`src/smws_defines.svh`:
```
// Constants for the sleep mode wake sequencer: timing counts and field sizes.
// Assumes a 25 MHz system clock; included by the package and by the sequencer.
//
// How it works
// - Power-save instruction with mode operand selects sleep or idle; controller enters it.
// - Idle halts the CPU but keeps the system clock and peripherals running.
// - Sleep stops the system clock, on-chip oscillator and system-clocked peripherals.
// - Fail-safe clock monitor is inactive while asleep.
// - Low-power RC clock keeps running in sleep when the watchdog is enabled.
// - Enabled watchdog is cleared just before sleep is entered.
// - Sleep ends on an enabled interrupt, any reset, or a watchdog time-out.
// - Wake restarts the clock source that was active at sleep entry.
// - Every sleep wake holds internal system reset for the power-on delay.
// - Crystal or PLL clocks get start-up count and/or lock time before delivery.
// - No oscillator delay for kept low-freq crystal, RC or external sources.
// - Start-up timer counts 1024 oscillator periods before releasing the clock.
// - PLL in the path gets the nominal lock time before its output is used.
// - Crystal/PLL with oscillator off gets the clock-monitor delay after power-on delay.
// - Clock monitor starts watching only after the clock-monitor delay.
// - Clock unstable at delay end with monitor on: trap, switch to fast RC.
// - Clock unstable with monitor off: withhold execution until clock is stable.
// - Priority-zero interrupts never wake; enabled priority one or higher do.
// - Source priority at most CPU priority resumes; higher takes the exception.
// - Interrupt wake from sleep sets the sleep status flag.
// - Non-power-on reset waking from sleep sets sleep flag; power-on reset clears it.
// - Watchdog expiry in sleep wakes without reset, sets sleep and watchdog flags.
// - Watchdog time-out in run forces reset; in sleep or idle only wakes.
`ifndef SMWS_DEFINES_SVH
`define SMWS_DEFINES_SVH

`define SMWS_CLK_MHZ       25
`define SMWS_TMR_W         12
`define SMWS_PRIO_W        3
`define SMWS_PRIO_NONE     3'h0

// Times in ns as printed; least times round up to whole cycles
`define SMWS_T_POR_NS      10000
`define SMWS_T_LOCK_NS     20000
`define SMWS_T_FAIL_SAFE_CLOCK_MONITOR_NS     100000
`define SMWS_CYC_MIN(ns)   ((((ns) * `SMWS_CLK_MHZ) + 999) / 1000)
`define SMWS_POR_CYC       `SMWS_CYC_MIN(`SMWS_T_POR_NS)
`define SMWS_LOCK_CYC      `SMWS_CYC_MIN(`SMWS_T_LOCK_NS)
`define SMWS_FAIL_SAFE_CLOCK_MONITOR_CYC      `SMWS_CYC_MIN(`SMWS_T_FAIL_SAFE_CLOCK_MONITOR_NS)
`define SMWS_OST_PERIODS   1024

`endif

```
`src/smws_pkg.sv`:
```
// Types shared by the sleep mode wake sequencer and its delay timer.
// Assumes smws_defines.svh is on the include path.
`include "smws_defines.svh"

package smws_pkg;

  typedef enum logic [2:0] {
    SRC_EXT_CLOCK, SRC_EXT_RC, SRC_STD_XTAL, SRC_HS_XTAL,
    SRC_LS_XTAL, SRC_LF_XTAL, SRC_FAST_RC, SRC_LOW_PWR_RC
  } smws_src_e;

  typedef enum logic [2:0] {ST_RUN, ST_IDLE, ST_SLEEP, ST_POR, ST_DLY, ST_STABLE} smws_state_e;

  typedef enum logic [1:0] {WK_NONE, WK_RESUME, WK_ISR} smws_wake_e;

  typedef struct packed {
    logic [`SMWS_TMR_W-1:0] cnt;
    logic                   busy;
  } smws_tmr_s;

  typedef struct packed {
    smws_state_e st;
    smws_src_e   src;
    logic        pll;
    logic        lp_kept;
    logic        need_dly;
    logic        lock_go;
    logic        on_frc;
    smws_wake_e  action;
    logic        sleep_flag;
    logic        idle_flag;
    logic        watchdog_timeout_flag_flag;
    logic        resume;
    logic        take_isr;
    logic        trap;
    logic        wdt_rst;
  } smws_seq_s;

  function automatic logic smws_is_crystal(smws_src_e s);
    return (s == SRC_STD_XTAL) || (s == SRC_HS_XTAL) || (s == SRC_LS_XTAL) ||
           (s == SRC_LF_XTAL);
  endfunction

endpackage

```
`src/smws_delay_timer.sv`:
```
// Down-counting delay timer, busy for 'load' counted ticks after start.
// Assumes start is a one-cycle pulse; tick is synchronous to clock.
`timescale 1ns/100ps
`include "smws_defines.svh"

module smws_delay_timer (
  // Clock and reset
  input  wire logic                   clock,
  input  wire logic                   nrst,
  // Control
  input  wire logic                   start,
  input  wire logic                   tick,
  input  wire logic [`SMWS_TMR_W-1:0] load,
  // Status
  output logic                        busy
);
  import smws_pkg::*;

  smws_tmr_s r;
  smws_tmr_s next_r;

  always_comb begin
    next_r = r;
    if (start) begin
      next_r.cnt  = load;
      next_r.busy = (load != '0);
    end else if (r.busy && tick) begin
      next_r.cnt = r.cnt - `SMWS_TMR_W'(1);
      if (r.cnt == `SMWS_TMR_W'(1)) begin
        next_r.busy = 1'b0;
      end
    end
  end

  always_ff @(posedge clock) begin
    if (!nrst) begin
      r <= '0;
    end else begin
      r <= next_r;
    end
  end

  assign busy = r.busy;

endmodule // smws_delay_timer

```
`src/smws_sequencer.sv`:
```
// Sleep/idle entry and wake-up sequencer for the CPU power-save instruction.
// Assumes all inputs synchronous to clock; nrst is the power-on reset and
// osc_tick pulses once per period of the restarting oscillator.
`timescale 1ns/100ps
`include "smws_defines.svh"

module smws_sequencer (
  // Clock and power-on reset
  input  wire logic                    clock,
  input  wire logic                    nrst,
  // Power-save instruction from the CPU
  input  wire logic                    power_save_instruction,
  input  wire logic                    sleep_sel,
  // Clock configuration
  input  wire smws_pkg::smws_src_e     clk_src,
  input  wire logic                    pll_en,
  input  wire logic                    lp_run_in_sleep,
  input  wire logic                    osc_tick,
  input  wire logic                    osc_stable,
  input  wire logic                    fail_safe_clock_monitor_en,
  input  wire logic                    frc_release,
  // Wake sources
  input  wire logic                    src_irq_valid,
  input  wire logic                    interrupt_enable_bit,
  input  wire logic [`SMWS_PRIO_W-1:0] src_irq_prio,
  input  wire logic [`SMWS_PRIO_W-1:0] cpu_prio,
  input  wire logic                    other_reset,
  input  wire logic                    wdt_en,
  input  wire logic                    wdt_timeout,
  // Software flag clears
  input  wire logic                    sleep_flag_clr,
  input  wire logic                    idle_flag_clr,
  input  wire logic                    watchdog_timeout_flag_flag_clr,
  // Clock and power control
  output logic                         cpu_halt,
  output logic                         sys_clk_en,
  output logic                         periph_clk_en,
  output logic                         osc_en,
  output logic                         low_power_rc_osc_en,
  output logic                         fail_safe_clock_monitor_active,
  output smws_pkg::smws_src_e          osc_select,
  output logic                         internal_system_reset,
  // Events
  output logic                         wdt_clear,
  output logic                         wdt_reset_req,
  output logic                         wake_resume,
  output logic                         wake_take_isr,
  output logic                         clk_fail_trap,
  // Wake cause flags
  output logic                         sleep_flag,
  output logic                         idle_flag,
  output logic                         watchdog_timeout_flag
);
  import smws_pkg::*;

  ////////////////////////////////////////////////////////////////////////////
  // State and delay timers

  smws_seq_s r;
  smws_seq_s next_r;

  logic por_start;
  logic fail_safe_clock_monitor_start;
  logic ost_start;
  logic lock_start;
  logic por_busy;
  logic fail_safe_clock_monitor_busy;
  logic ost_busy;
  logic lock_busy;
  logic wake_irq;
  logic wake_wdt;
  logic clk_ready;
  logic in_wait;
  smws_wake_e irq_action;

  smws_delay_timer u_por (
    .clock (clock),
    .nrst  (nrst),
    .start (por_start),
    .tick  (1'b1),
    // Leaving the hold state costs a cycle, so count one less
    .load  (`SMWS_TMR_W'(`SMWS_POR_CYC - 1)),
    .busy  (por_busy)
  );

  smws_delay_timer u_fail_safe_clock_monitor (
    .clock (clock),
    .nrst  (nrst),
    .start (fail_safe_clock_monitor_start),
    .tick  (1'b1),
    .load  (`SMWS_TMR_W'(`SMWS_FAIL_SAFE_CLOCK_MONITOR_CYC)),
    .busy  (fail_safe_clock_monitor_busy)
  );

  // Counts oscillator periods, not system cycles
  smws_delay_timer u_ost (
    .clock (clock),
    .nrst  (nrst),
    .start (ost_start),
    .tick  (osc_tick),
    .load  (`SMWS_TMR_W'(`SMWS_OST_PERIODS)),
    .busy  (ost_busy)
  );

  smws_delay_timer u_lock (
    .clock (clock),
    .nrst  (nrst),
    .start (lock_start),
    .tick  (1'b1),
    .load  (`SMWS_TMR_W'(`SMWS_LOCK_CYC)),
    .busy  (lock_busy)
  );

  ////////////////////////////////////////////////////////////////////////////
  // Wake decode

  assign wake_irq   = src_irq_valid && interrupt_enable_bit &&
                      (src_irq_prio != `SMWS_PRIO_NONE);
  assign wake_wdt   = wdt_timeout && wdt_en;
  assign irq_action = (src_irq_prio <= cpu_prio) ? WK_RESUME : WK_ISR;
  // Oscillator delays done; lock only counts once the start-up count ends
  assign clk_ready  = !ost_busy && !lock_busy && (!r.pll || r.lock_go);
  assign in_wait    = (r.st == ST_POR) || (r.st == ST_DLY) || (r.st == ST_STABLE);

  // Release to run and fire the deferred resume or exception pulse
  function automatic smws_seq_s smws_finish(smws_seq_s x);
    smws_seq_s y;
    y          = x;
    y.st       = ST_RUN;
    y.resume   = (x.action == WK_RESUME);
    y.take_isr = (x.action == WK_ISR);
    return y;
  endfunction

  ////////////////////////////////////////////////////////////////////////////
  // Sequencer

  always_comb begin
    next_r          = r;
    next_r.resume   = 1'b0;
    next_r.take_isr = 1'b0;
    next_r.trap     = 1'b0;
    next_r.wdt_rst  = 1'b0;
    por_start       = 1'b0;
    fail_safe_clock_monitor_start      = 1'b0;
    ost_start       = 1'b0;
    lock_start      = 1'b0;
    wdt_clear       = 1'b0;
    if (frc_release) begin
      next_r.on_frc = 1'b0;
    end
    // Clears go first so a set later in this process wins
    next_r.sleep_flag = r.sleep_flag && !sleep_flag_clr;
    next_r.idle_flag  = r.idle_flag && !idle_flag_clr;
    next_r.watchdog_timeout_flag_flag  = r.watchdog_timeout_flag_flag && !watchdog_timeout_flag_flag_clr;
    case (r.st)
      ST_RUN: begin
        if (!r.on_frc) begin
          next_r.src = clk_src;
          next_r.pll = pll_en;
        end
        if (other_reset) begin
          next_r.st       = ST_POR;
          next_r.need_dly = 1'b0;
          next_r.action   = WK_NONE;
          next_r.on_frc   = 1'b0;
          por_start       = 1'b1;
        end else if (wake_wdt) begin
          next_r.wdt_rst   = 1'b1;
          next_r.watchdog_timeout_flag_flag = 1'b1;
        end else if (power_save_instruction) begin
          wdt_clear      = wdt_en;
          next_r.lp_kept = lp_run_in_sleep;
          next_r.st      = sleep_sel ? ST_SLEEP : ST_IDLE;
        end
      end
      ST_IDLE: begin
        if (other_reset) begin
          next_r.idle_flag = 1'b1;
          next_r.st        = ST_POR;
          next_r.need_dly  = 1'b0;
          next_r.action    = WK_NONE;
          por_start        = 1'b1;
        end else if (wake_wdt) begin
          next_r.idle_flag = 1'b1;
          next_r.watchdog_timeout_flag_flag = 1'b1;
          next_r.resume    = 1'b1;
          next_r.st        = ST_RUN;
        end else if (wake_irq) begin
          next_r.idle_flag = 1'b1;
          next_r.resume    = (irq_action == WK_RESUME);
          next_r.take_isr  = (irq_action == WK_ISR);
          next_r.st        = ST_RUN;
        end
      end
      ST_SLEEP: begin
        if (other_reset || wake_wdt || wake_irq) begin
          next_r.sleep_flag = 1'b1;
          next_r.st         = ST_POR;
          por_start         = 1'b1;
          // Without the PLL, kept low-freq crystal and RC/external sources need no delay
          next_r.need_dly   = r.pll || (smws_is_crystal(r.src) &&
                              !((r.src == SRC_LF_XTAL) && r.lp_kept));
          if (other_reset) begin
            next_r.action = WK_NONE;
          end else if (wake_wdt) begin
            next_r.watchdog_timeout_flag_flag = 1'b1;
            next_r.action    = WK_RESUME;
          end else begin
            next_r.action = irq_action;
          end
        end
      end
      ST_POR: begin
        if (!por_busy) begin
          if (r.need_dly) begin
            next_r.st      = ST_DLY;
            next_r.lock_go = 1'b0;
            fail_safe_clock_monitor_start     = 1'b1;
            ost_start      = smws_is_crystal(r.src);
          end else begin
            next_r = smws_finish(next_r);
          end
        end
      end
      ST_DLY: begin
        if (r.pll && !r.lock_go && !ost_busy) begin
          lock_start     = 1'b1;
          next_r.lock_go = 1'b1;
        end
        if (!fail_safe_clock_monitor_busy) begin
          if (clk_ready && osc_stable) begin
            next_r = smws_finish(next_r);
          end else if (fail_safe_clock_monitor_en) begin
            next_r        = smws_finish(next_r);
            next_r.trap   = 1'b1;
            next_r.on_frc = 1'b1;
            next_r.src    = SRC_FAST_RC;
          end else begin
            next_r.st = ST_STABLE;
          end
        end
      end
      ST_STABLE: begin
        if (clk_ready && osc_stable) begin
          next_r = smws_finish(next_r);
        end
      end
      default: begin
        next_r.st = ST_RUN;
      end
    endcase
  end

  always_ff @(posedge clock) begin
    if (!nrst) begin
      r        <= '0;
      r.st     <= ST_RUN;
      r.src    <= SRC_FAST_RC;
      r.action <= WK_NONE;
    end else begin
      r <= next_r;
    end
  end

  ////////////////////////////////////////////////////////////////////////////
  // Outputs

  assign cpu_halt              = (r.st != ST_RUN);
  assign sys_clk_en            = (r.st == ST_RUN) || (r.st == ST_IDLE) ||
                                 (in_wait && (!r.need_dly || (clk_ready && osc_stable)));
  assign periph_clk_en         = sys_clk_en;
  assign osc_en                = (r.st != ST_SLEEP) ||
                                 ((r.src == SRC_LF_XTAL) && r.lp_kept);
  assign low_power_rc_osc_en               = wdt_en || (fail_safe_clock_monitor_en && (r.st != ST_SLEEP));
  assign fail_safe_clock_monitor_active           = fail_safe_clock_monitor_en && ((r.st == ST_RUN) || (r.st == ST_IDLE));
  assign osc_select            = r.src;
  assign internal_system_reset = (r.st == ST_POR);
  assign wdt_reset_req         = r.wdt_rst;
  assign wake_resume           = r.resume;
  assign wake_take_isr         = r.take_isr;
  assign clk_fail_trap         = r.trap;
  assign sleep_flag            = r.sleep_flag;
  assign idle_flag             = r.idle_flag;
  assign watchdog_timeout_flag = r.watchdog_timeout_flag_flag;

  ////////////////////////////////////////////////////////////////////////////
  // Checks

  localparam int POR_LEN = `SMWS_POR_CYC;

  logic [`SMWS_TMR_W-1:0] hold_cnt;

  always_ff @(posedge clock) begin
    if (!nrst || !internal_system_reset) begin
      hold_cnt <= '0;
    end else begin
      hold_cnt <= hold_cnt + `SMWS_TMR_W'(1);
    end
  end

  logic irq_slept;

  // Marks an interrupt wake from sleep until the core runs again
  always_ff @(posedge clock) begin
    if (!nrst || (r.st == ST_RUN)) begin
      irq_slept <= 1'b0;
    end else if ((r.st == ST_SLEEP) && wake_irq) begin
      irq_slept <= 1'b1;
    end
  end
endmodule // smws_sequencer

```
`config.mk`:
```
export PLATFORM = sky130hd
export DESIGN_NAME = smws_sequencer
export DESIGN_NICKNAME = d
export VERILOG_FILES = /design/src/smws_pkg.sv /design/src/smws_delay_timer.sv /design/src/smws_sequencer.sv
export VERILOG_INCLUDE_DIRS = /design/src
export SDC_FILE = /design/constraint.sdc
export NUM_CORES = 1
export LEC_CHECK = 0
export BUFFER_PORTS_ARGS = -buffer_cell sky130_fd_sc_hd__buf_2
export CORE_ASPECT_RATIO = 1.4
export CORE_MARGIN = 3
export CORE_UTILIZATION = 32
export DETAILED_ROUTE_END_ITERATION = 10
export GPL_ROUTABILITY_DRIVEN = 0
export PLACE_DENSITY_LB_ADDON = 0.1
export REMOVE_ABC_BUFFERS = 1
export SLEW_MARGIN = 10
export SYNTH_ARGS = -nofsm -noshare
export SYNTH_HDL_FRONTEND = slang
export SYNTH_SLANG_ARGS = --single-unit
```
`constraint.sdc`:
```
create_clock -name clock -period 1.5 [get_ports clock]
set_input_delay 0.075 -clock clock [delete_from_list [all_inputs] [get_ports clock]]
set_output_delay 0.075 -clock clock [all_outputs]
set_load 0.01 [all_outputs]
```
### Word level (Yosys, flattened, before mapping)

Index checks and enable logic that the tools add are counted.

* output and inout bits: 18
* flip-flop bits (word level): 72
* logic and storage cells: 218
* input port bits: 27

* bitwise operators: 7
* reductions and logical operators: 65
* $add $sub $neg: 4
* eq/ne operators: 32
* magnitude comparators: 1
* multiplexer cells: 82

Operators by type and width (number)
* 20-bit two-way mux: 4
* 12-bit by 1-bit == test with 1-bit output, second input constant: 4
* 12-bit by 1-bit subtractor with 12-bit output, second input constant: 4
* 1-bit two-way mux: 36
* 3-bit two-way mux: 12
* 7-bit AND reduction: 4
* 13-bit two-way mux: 2
* 12-bit two-way mux: 2
* 10-bit two-way mux: 2
* 5-bit case mux with 4 select lines: 1
* 9-bit two-way mux: 2
* 3-bit case mux with 6 select lines: 1
* 1-bit logical AND: 17
* 17-bit two-way mux: 1
* 2-bit != test, second input constant: 8
* 1-bit case mux with 4 select lines: 4
* 2-bit nonzero test: 8
* 1-bit logical OR: 14
* 3-bit by 2-bit == test with 1-bit output, second input constant: 4
* 3-bit == test, second input constant: 4
* 2-bit two-way mux: 6
* 2-bit case mux with 6 select lines: 1
* 2-bit OR reduction: 5
* 1-bit logical NOT: 9
* other kinds (21): 36

### Logic depth before layout (Yosys ltp)

Gate-level depths: netlist of the first run.

* depth after elaboration: 9
* depth in mapped cells: 8
* mapped depth without buffers: 7

### Cells and area by module

Synthesis of the first run repeated with hierarchy kept, for this count alone.

* cell total of the unflattened synthesis: 509
* area total of the unflattened synthesis: 4355.4 um2

By module, submodules not included
* smws_delay_timer (u_lock ...): times used 3, sequential area each 260.2 um2, cells each 85, area an instance 753.2 um2
* smws_sequencer: times used 1, sequential area each 400.4 um2, cells each 169, area an instance 1341.3 um2
* smws_delay_timer (u_fail_safe_clock_monitor): times used 1, sequential area each 260.2 um2, cells each 85, area an instance 754.5 um2

### Least setup slack after synthesis of the first run

Ideal clock, no wire load.

* path kind: register to register
* from: reg u_por.r[5] (netlist bit)
* to: reg u_por.r[12] (netlist bit)
* cell stages (with the launch flop): 6
* arrival: 1.565 ns
* library setup time: 0.118 ns
* setup slack: -0.183 ns
* required time: 1.382 ns
* path buffers: 0
* period minus slack after synthesis: 1.683 ns
* cells stage by stage: dfxtp_1 -> or4_4 -> or4_4 -> nor2_4 -> xnor2_1 -> nor2_2

* word-level cells in the longest chain between the ends: 1

Ends and longest elaborated chain
* from (decl): RTL line smws_delay_timer.sv:19 `smws_tmr_s r;`
* from (signal assigned): RTL line smws_delay_timer.sv:39 `r <= next_r;`
* 12-bit by 1-bit subtractor with 12-bit output: RTL line smws_delay_timer.sv:28 `` next_r.cnt = r.cnt - `SMWS_TMR_W'(1); ``

No other way between the ends.
A chain may end at the register's enable or synchronous reset.

### Worst setup path in the final report of the first run

* from: reg u_por.r[5] (netlist bit)
* to: reg u_por.r, in the netlist u_por.busy

* word-level cells in the longest chain between the ends: 4

Ends and longest elaborated chain
* 12-bit by 1-bit == test with 1-bit output: RTL line smws_delay_timer.sv:29 `` if (r.cnt == `SMWS_TMR_W'(1)) begin ``
* 1-bit two-way mux: RTL line smws_delay_timer.sv:29
* 9-bit two-way mux: RTL line smws_delay_timer.sv:27 `end else if (r.busy && tick) begin`
* 9-bit two-way mux: RTL line smws_delay_timer.sv:24 `if (start) begin`

No other way between the ends. The select of a mux whose other input is x is not followed.

==> results of run 1 <==
-- synth_stat cells (all sizes together), types with 3 or more instances --
library cell / count / share of area
ha: 11 / 0.039
or4: 7 / 0.017
nor3b: 5 / 0.011
nor3: 13 / 0.018
o21a: 3 / 0.0064
xor2: 13 / 0.032
nor2: 51 / 0.057
nand2: 37 / 0.039
a21oi: 37 / 0.052
inv: 22 / 0.023
xnor2: 26 / 0.064
o41ai: 4 / 0.0099
a211oi: 4 / 0.0085
clkbuf: 10 / 0.011
nand2b: 10 / 0.018
nand3: 15 / 0.021
nor2b: 3 / 0.0053
nor4: 11 / 0.019
dfxtp: 72 / 0.41
or3: 4 / 0.0071
mux2i: 3 / 0.0085
o21ai: 6 / 0.0085
o211ai: 5 / 0.011
buf: 13 / 0.021
a31oi: 6 / 0.011
-- cell families (layout without fill, tap and decap cells) --
family,Yosys count,after routing,synth area share
AOI/OAI and AO/OA,84,84,0.154
buffers and inverters,45,198,0.0553
adders and majority gates,11,11,0.0390
DFF,72,72,0.408
and+or+nand+nor,165,165,0.238
xor gates and xnor gates,39,39,0.0967
muxes,3,3,0.00850
-- placed cells by master (no fill, tap or decap), types with 7 or more instances in the layout --
master	n
nor2_1	45
nand3_1	13
nand2b_1	7
clkbuf_16	9
nand2_2	8
dlygate4sd3_1	8
ha_1	9
xor2_1	12
buf_6	22
a21oi_1	30
xnor2_1	25
dfxtp_2	7
dfxtp_1	60
buf_4	86
buf_2	44
nand2_1	26
inv_1	18
-- sequential cells by signal, summed over array words and instances, names as in the netlist, 3 cells and up --
register,count
u_fail_safe_clock_monitor.r,12
u_lock.r,12
u_ost.r,12
u_por.r,12
r,10
osc_select,3
-- per-stage QoR --
step	cell area [um2]	total power, mW
4_1_cts	5200	6.06
6_report	5630	6.27
3_3_place_gp	4460	3.36
2_1_floorplan	3420	2.75
5_1_grt	5630	6.56
3_5_place_dp	4460	3.36
-- cell type report --
type                    instances  share of cell area
clock buffers                  10              0.0424
clock inverters                 6              0.0204
well taps                     138              0.0307
multi-input cells             302               0.419
inverters                      22              0.0147
flip-flops and latches         72               0.261
repair buffers                160               0.212
-- report_power, final --
| group | total, mW | switching, mW | internal (mW) |
|---|---|---|---|
| sequential | 2.13 | 0.109 | 2.02 |
| combinational | 1.61 | 0.757 | 0.849 |
| clock | 2.54 | 0.858 | 1.68 |
| total | 6.27 | 1.72 | 4.55 |
-- path summary, 6_finish.rpt --
check	start	to	slack, ps	depth (start not counted)
max	u_por.r[5]	u_por.busy	-160	4
min	osc_tick	u_ost.r[2]	30	2
max reg2reg	u_por.r[5]	u_por.busy	-160	4
min reg2reg	r[8]	r[8]	470	2
-- worst max-delay path: cells and delay by family, from the launching register on --
family / cells / cell delay [ps]
and+or+nand+nor: 2 / 980
DFF: 1 / 310
AOI/OAI and AO/OA: 2 / 250
-- repair_timing --
item / CTS / global route
resized for setup: 61 / 75
pin swaps: 21 / 35
endpoints found under the setup margin: 65 / 53
hold buffers: 8 / 0
buffers inserted: 7 / 17
hold endpoints to repair: 7 / 0
-- metal layers --
layer | routed length (um) | track usage | up-vias
met5 | 0 | 0 | -
met4 | 221 | 0.0739 | 0
met3 | 275 | 0.0381 | 17
met2 | 5190 | 0.278 | 58
met1 | 4250 | 0.191 | 1665
li1 | - | - | 1757
==> impl_metrics.yaml, run 1 <==
outcome:
  run_status: "finished, violations left"
  violations: "negative setup slack"
yosys:
  seq_area_frac_synth: 0.408
  avgSynthCellArea_um2: 8.43
  yosysWarnings: 0
  ys.flop_type: "dfxtp_1"
  synth-async-reset-ratio: 0
  synth_cell_types: 54
  synth_edf_count: 0
  netlist_area_um2: 3530
  synthCells: 419
  ys_seq_elements: 72
layout:
  drive_gt1_frac: 0.458
  layout.area.seq_um2: 1470
  fin_cells: 710
  diodes: 0
  fill_cells: 1021
  nets: 605
  syn_to_final_growth_pct: 59.5
  final_util: 0.533
  multiInputGateArea_um2: 2360
timing:
  hold_ws_ps: 28.5
  fin_setup_tns_ps: -1190
  finalHoldViolCount: 0
  rsz0062_at_grt: "true"
  setup_ws_ps: -163
  period_share: 1.11
  tightest_slew_ps: 365
  slew_headroom: 0.756
  setup_violations: 17
  slew_viol_final: 0
  fin_crit_ps: 1660
  fin_worst_skew_ps: 6.40
  fmax_mhz: 601
clocking:
  cts_max_path_buffers: 2
  tritoncts: "yes"
  numCtsBuffers: 9
  clock_sinks: 72
  cts.clk_slew.worst_paths_ps: 60
  clk_latency_ps: 340
  root_buffer: "clkbuf_16"
  cts-htree-levels: 3
global_routing:
  grt_pass1_wl_mm: 16.0
  grt_max_degree: 20
  antenna_found_initial: 0
  grt-ovfl-total: 0
  grt_pass1_vias: 3503
  track_usage: 0.163
setup_path:
  crit_path_end_kind: "flip-flop"
  path_max_fanout: 2
  slowest_delay_ps: 530
  cp_slowest_cell: "or4_4"
  required_ps: 1720
  crit_type: "reg -> reg"
  critPathLaunchType: "flip-flop"
  worstPathCellList: "or4_4 > or4_4 > o21ai_0 > a21oi_1"
  critPathArrivalTime_ps: 1880
  crit_top_cell: "or4_4"
detailed_routing:
  vias: 3497
  route.detailed.drc: 0
  first_iter_violations: 90
  post_drt_wl_per_cell_um: 14.0
  finalWirelength_mm: 9.94
  firstDrtPassIters: 4
  vias_per_cell: 4.93
  ant_nets: 0
worst_hold_path:
  hold_path.class: "in -> reg"
die:
  ios: 45
  rows: 44
  initial_utilization: 0.334
  die-width_um: 94.8
  fp.dieH_um: 130
  dieArea_um2: 12400
  core-area_um2: 10600
place:
  dp_slack_ps: -208
  dp_cells: 664
  port-buffer-count: 44
  dp_hpwl_mm: 6.68
power_and_ir_drop:
  powerDensity_nw_per_um2: 1110
  cellLeakagePower_nw: 2.28
  vdd_ir_drop_max_mv: 0.676
run:
  max-cap-violations: 0
Note: power is estimated with default switching activity, not from simulation.
==> run 2, diff against run 1 <==
==> constraint.sdc (replaced) <==
create_clock -name clock -period 1.8 [get_ports clock]
set_input_delay 0.09 -clock clock [delete_from_list [all_inputs] [get_ports clock]]
set_output_delay 0.09 -clock clock [all_outputs]
set_load 0.01 [all_outputs]
==> run 2 against run 1 <==
Effect of this change: the run now ends clean; die area unchanged; core utilization decreased by 11 points; sequential cell count unchanged; sequential share of layout area increased by 6.4 points; worst setup slack improved by 260 ps; final cell count decreased by 11%; sequential power decreased by 16%; clock power decreased by 27%; combinational power decreased by 47%; highest routed layer unchanged; count of clock-buffer cells in the layout increased by 2; power decreased by 28%.
==> impl_metrics.yaml, run 2 (synthesis results as in run 1) <==
clocking:
  root_buffer: "clkbuf_16"
  cts-htree-levels: 3
  clk_latency_ps: 330
  numCtsBuffers: 9
  cts.clk_slew.worst_paths_ps: 50
  clock_sinks: 72
  tritoncts: "yes"
  cts_max_path_buffers: 2
global_routing:
  grt_pass1_vias: 3024
  grt_max_degree: 22
  grt-ovfl-total: 0
  grt_pass1_wl_mm: 14.3
  antenna_found_initial: 0
  track_usage: 0.147
power_and_ir_drop:
  power_mw: 4.50
  internal_power_mw: 3.28
  vdd_ir_drop_max_mv: 0.450
  switchingPower_mw: 1.21
  switching_share: 0.270
  powerDensity_nw_per_um2: 1010
  clkPwrFrac: 0.412
  cellLeakagePower_nw: 1.76
  seqPwrFrac: 0.396
  comb_power_share: 0.191
worst_hold_path:
  whs_endpoint: "wdt_reset_req"
  hold_start: "other_reset"
  whs_path_depth: 2
  hold_path.class: "in -> reg"
die:
  dieArea_um2: 12400
  ios: 45
  initial_utilization: 0.334
  die-width_um: 94.8
  fp.dieH_um: 130
  core-area_um2: 10600
  rows: 44
detailed_routing:
  firstDrtPassIters: 4
  post_drt_wl_per_cell_um: 13.2
  finalWirelength_mm: 8.31
  route.detailed.drc: 0
  ant_nets: 0
  vias: 3062
  vias_per_cell: 4.85
  first_iter_violations: 105
layout:
  mostFrequentLayoutCell: "dfxtp_1"
  drive_gt1_frac: 0.229
  final_util: 0.422
  layout_common_cells: "dfxtp_1 (68), nor2_1 (49), buf_2 (44), a21oi_1 (37), nand2_1 (36)"
  diodes: 0
  syn_to_final_growth_pct: 26.1
  final_area_um2: 4460
  nets: 526
timing:
  tightest_slew_ps: 407
  hold_ws_ps: 10.5
  fin_crit_ps: 1710
  slew_headroom: 0.726
  period_share: 0.949
  fin_worst_skew_ps: 6.14
  rsz0062_at_grt: "true"
  slew_viol_final: 0
  fmax_mhz: 586
  setup_violations: 0
  finalHoldViolCount: 0
setup_path:
  crit_path_end_kind: "flip-flop"
  r2r_slack_ps: 90
  r2r-start: "u_por.r[6]"
  critPathArrivalTime_ps: 1930
  reg2reg_depth: 5
  crit_type: "reg -> reg"
  rr_endpoint: "u_por.r[12]"
  required_ps: 2030
  critPathLaunchType: "flip-flop"
  path_max_fanout: 4
place:
  port-buffer-count: 44
  dpl_cell_area_um2: 4060
  dp_hpwl_mm: 6.21
run:
  max-cap-violations: 0
outcome:
  run_status: "finished clean"
## run 2: cell count changes in the layout (fill, tap and decap cells not counted), sizes merged
cell	previous run	this run
inv	23	22
bufinv	3	1
buf	152	77
dlygate4sd3	8	4
clkinv	1	2
clkbuf	10	12
## run 2: power groups by stage
stage / Combinational, mW / Sequential, mW / Clock [mW]
final: 0.861 / 1.78 / 1.85
after global routing: 0.964 / 1.80 / 1.98
after CTS: 0.851 / 1.78 / 1.91
after detailed placement: 0.836 / 1.81 / 0
after global placement: 0.834 / 1.81 / 0
after floorplan: 0.468 / 1.82 / 0
## run 2: how the worst max path moves through the flow
| stage | start | end | cells past startpoint |
|---|---|---|---|
| floorplan | r[18] | u_ost.r[2] | 5 |
| global placement | r[19] | r[19] | 6 |
| detailed placement | r[19] | r[19] | 6 |
| CTS | r[19] | periph_clk_en | 5 |
| global route | r[17] | r[18] | 5 |
| finish | u_por.r[6] | u_por.r[12] | 5 |
## run 2: repair_timing
item,CTS,global route
hold endpoints to repair,4,0
hold buffers,4,0
buffers inserted,0,2
resized for setup,1,8
pin swaps,0,0
setup endpoints to repair,1,18
## run 2: critical path, cell delays in order (launching register included)
cell     delay (ps)
dfxtp_1         340
or4_4           540
or4_4           460
nor2_4          100
xnor2_1         130
nor2_2           40
## run 2: per-stage QoR
step	TNS, ps	cells	worst slack (ps)
global route	-1.53	631	-1.53
CTS	0	629	8.13
finish	0	631	92.5
detailed placement	0	609	67.5
floorplan	0	396	33.3
global placement	0	609	48.2
## run 2: layout make-up
type                            count  area [um2]
Timing Repair Buffer               81         520
Sequential cell                    72        1450
Clock buffer                       12         267
Tap cell                          138         173
Multi-Input combinational cell    302        1920
Clock inverter                      4        51.3
Inverter                           22        82.6
Fill cell                        1087        6110
## run 2: metal layers
metal  up-vias  global-route usage  share of wire
li1       1601                   -              -
met1      1396               0.182           0.47
met2        53               0.243           0.48
met3        12              0.0398          0.037
met4         0              0.0510          0.018
met5         -                   0              0
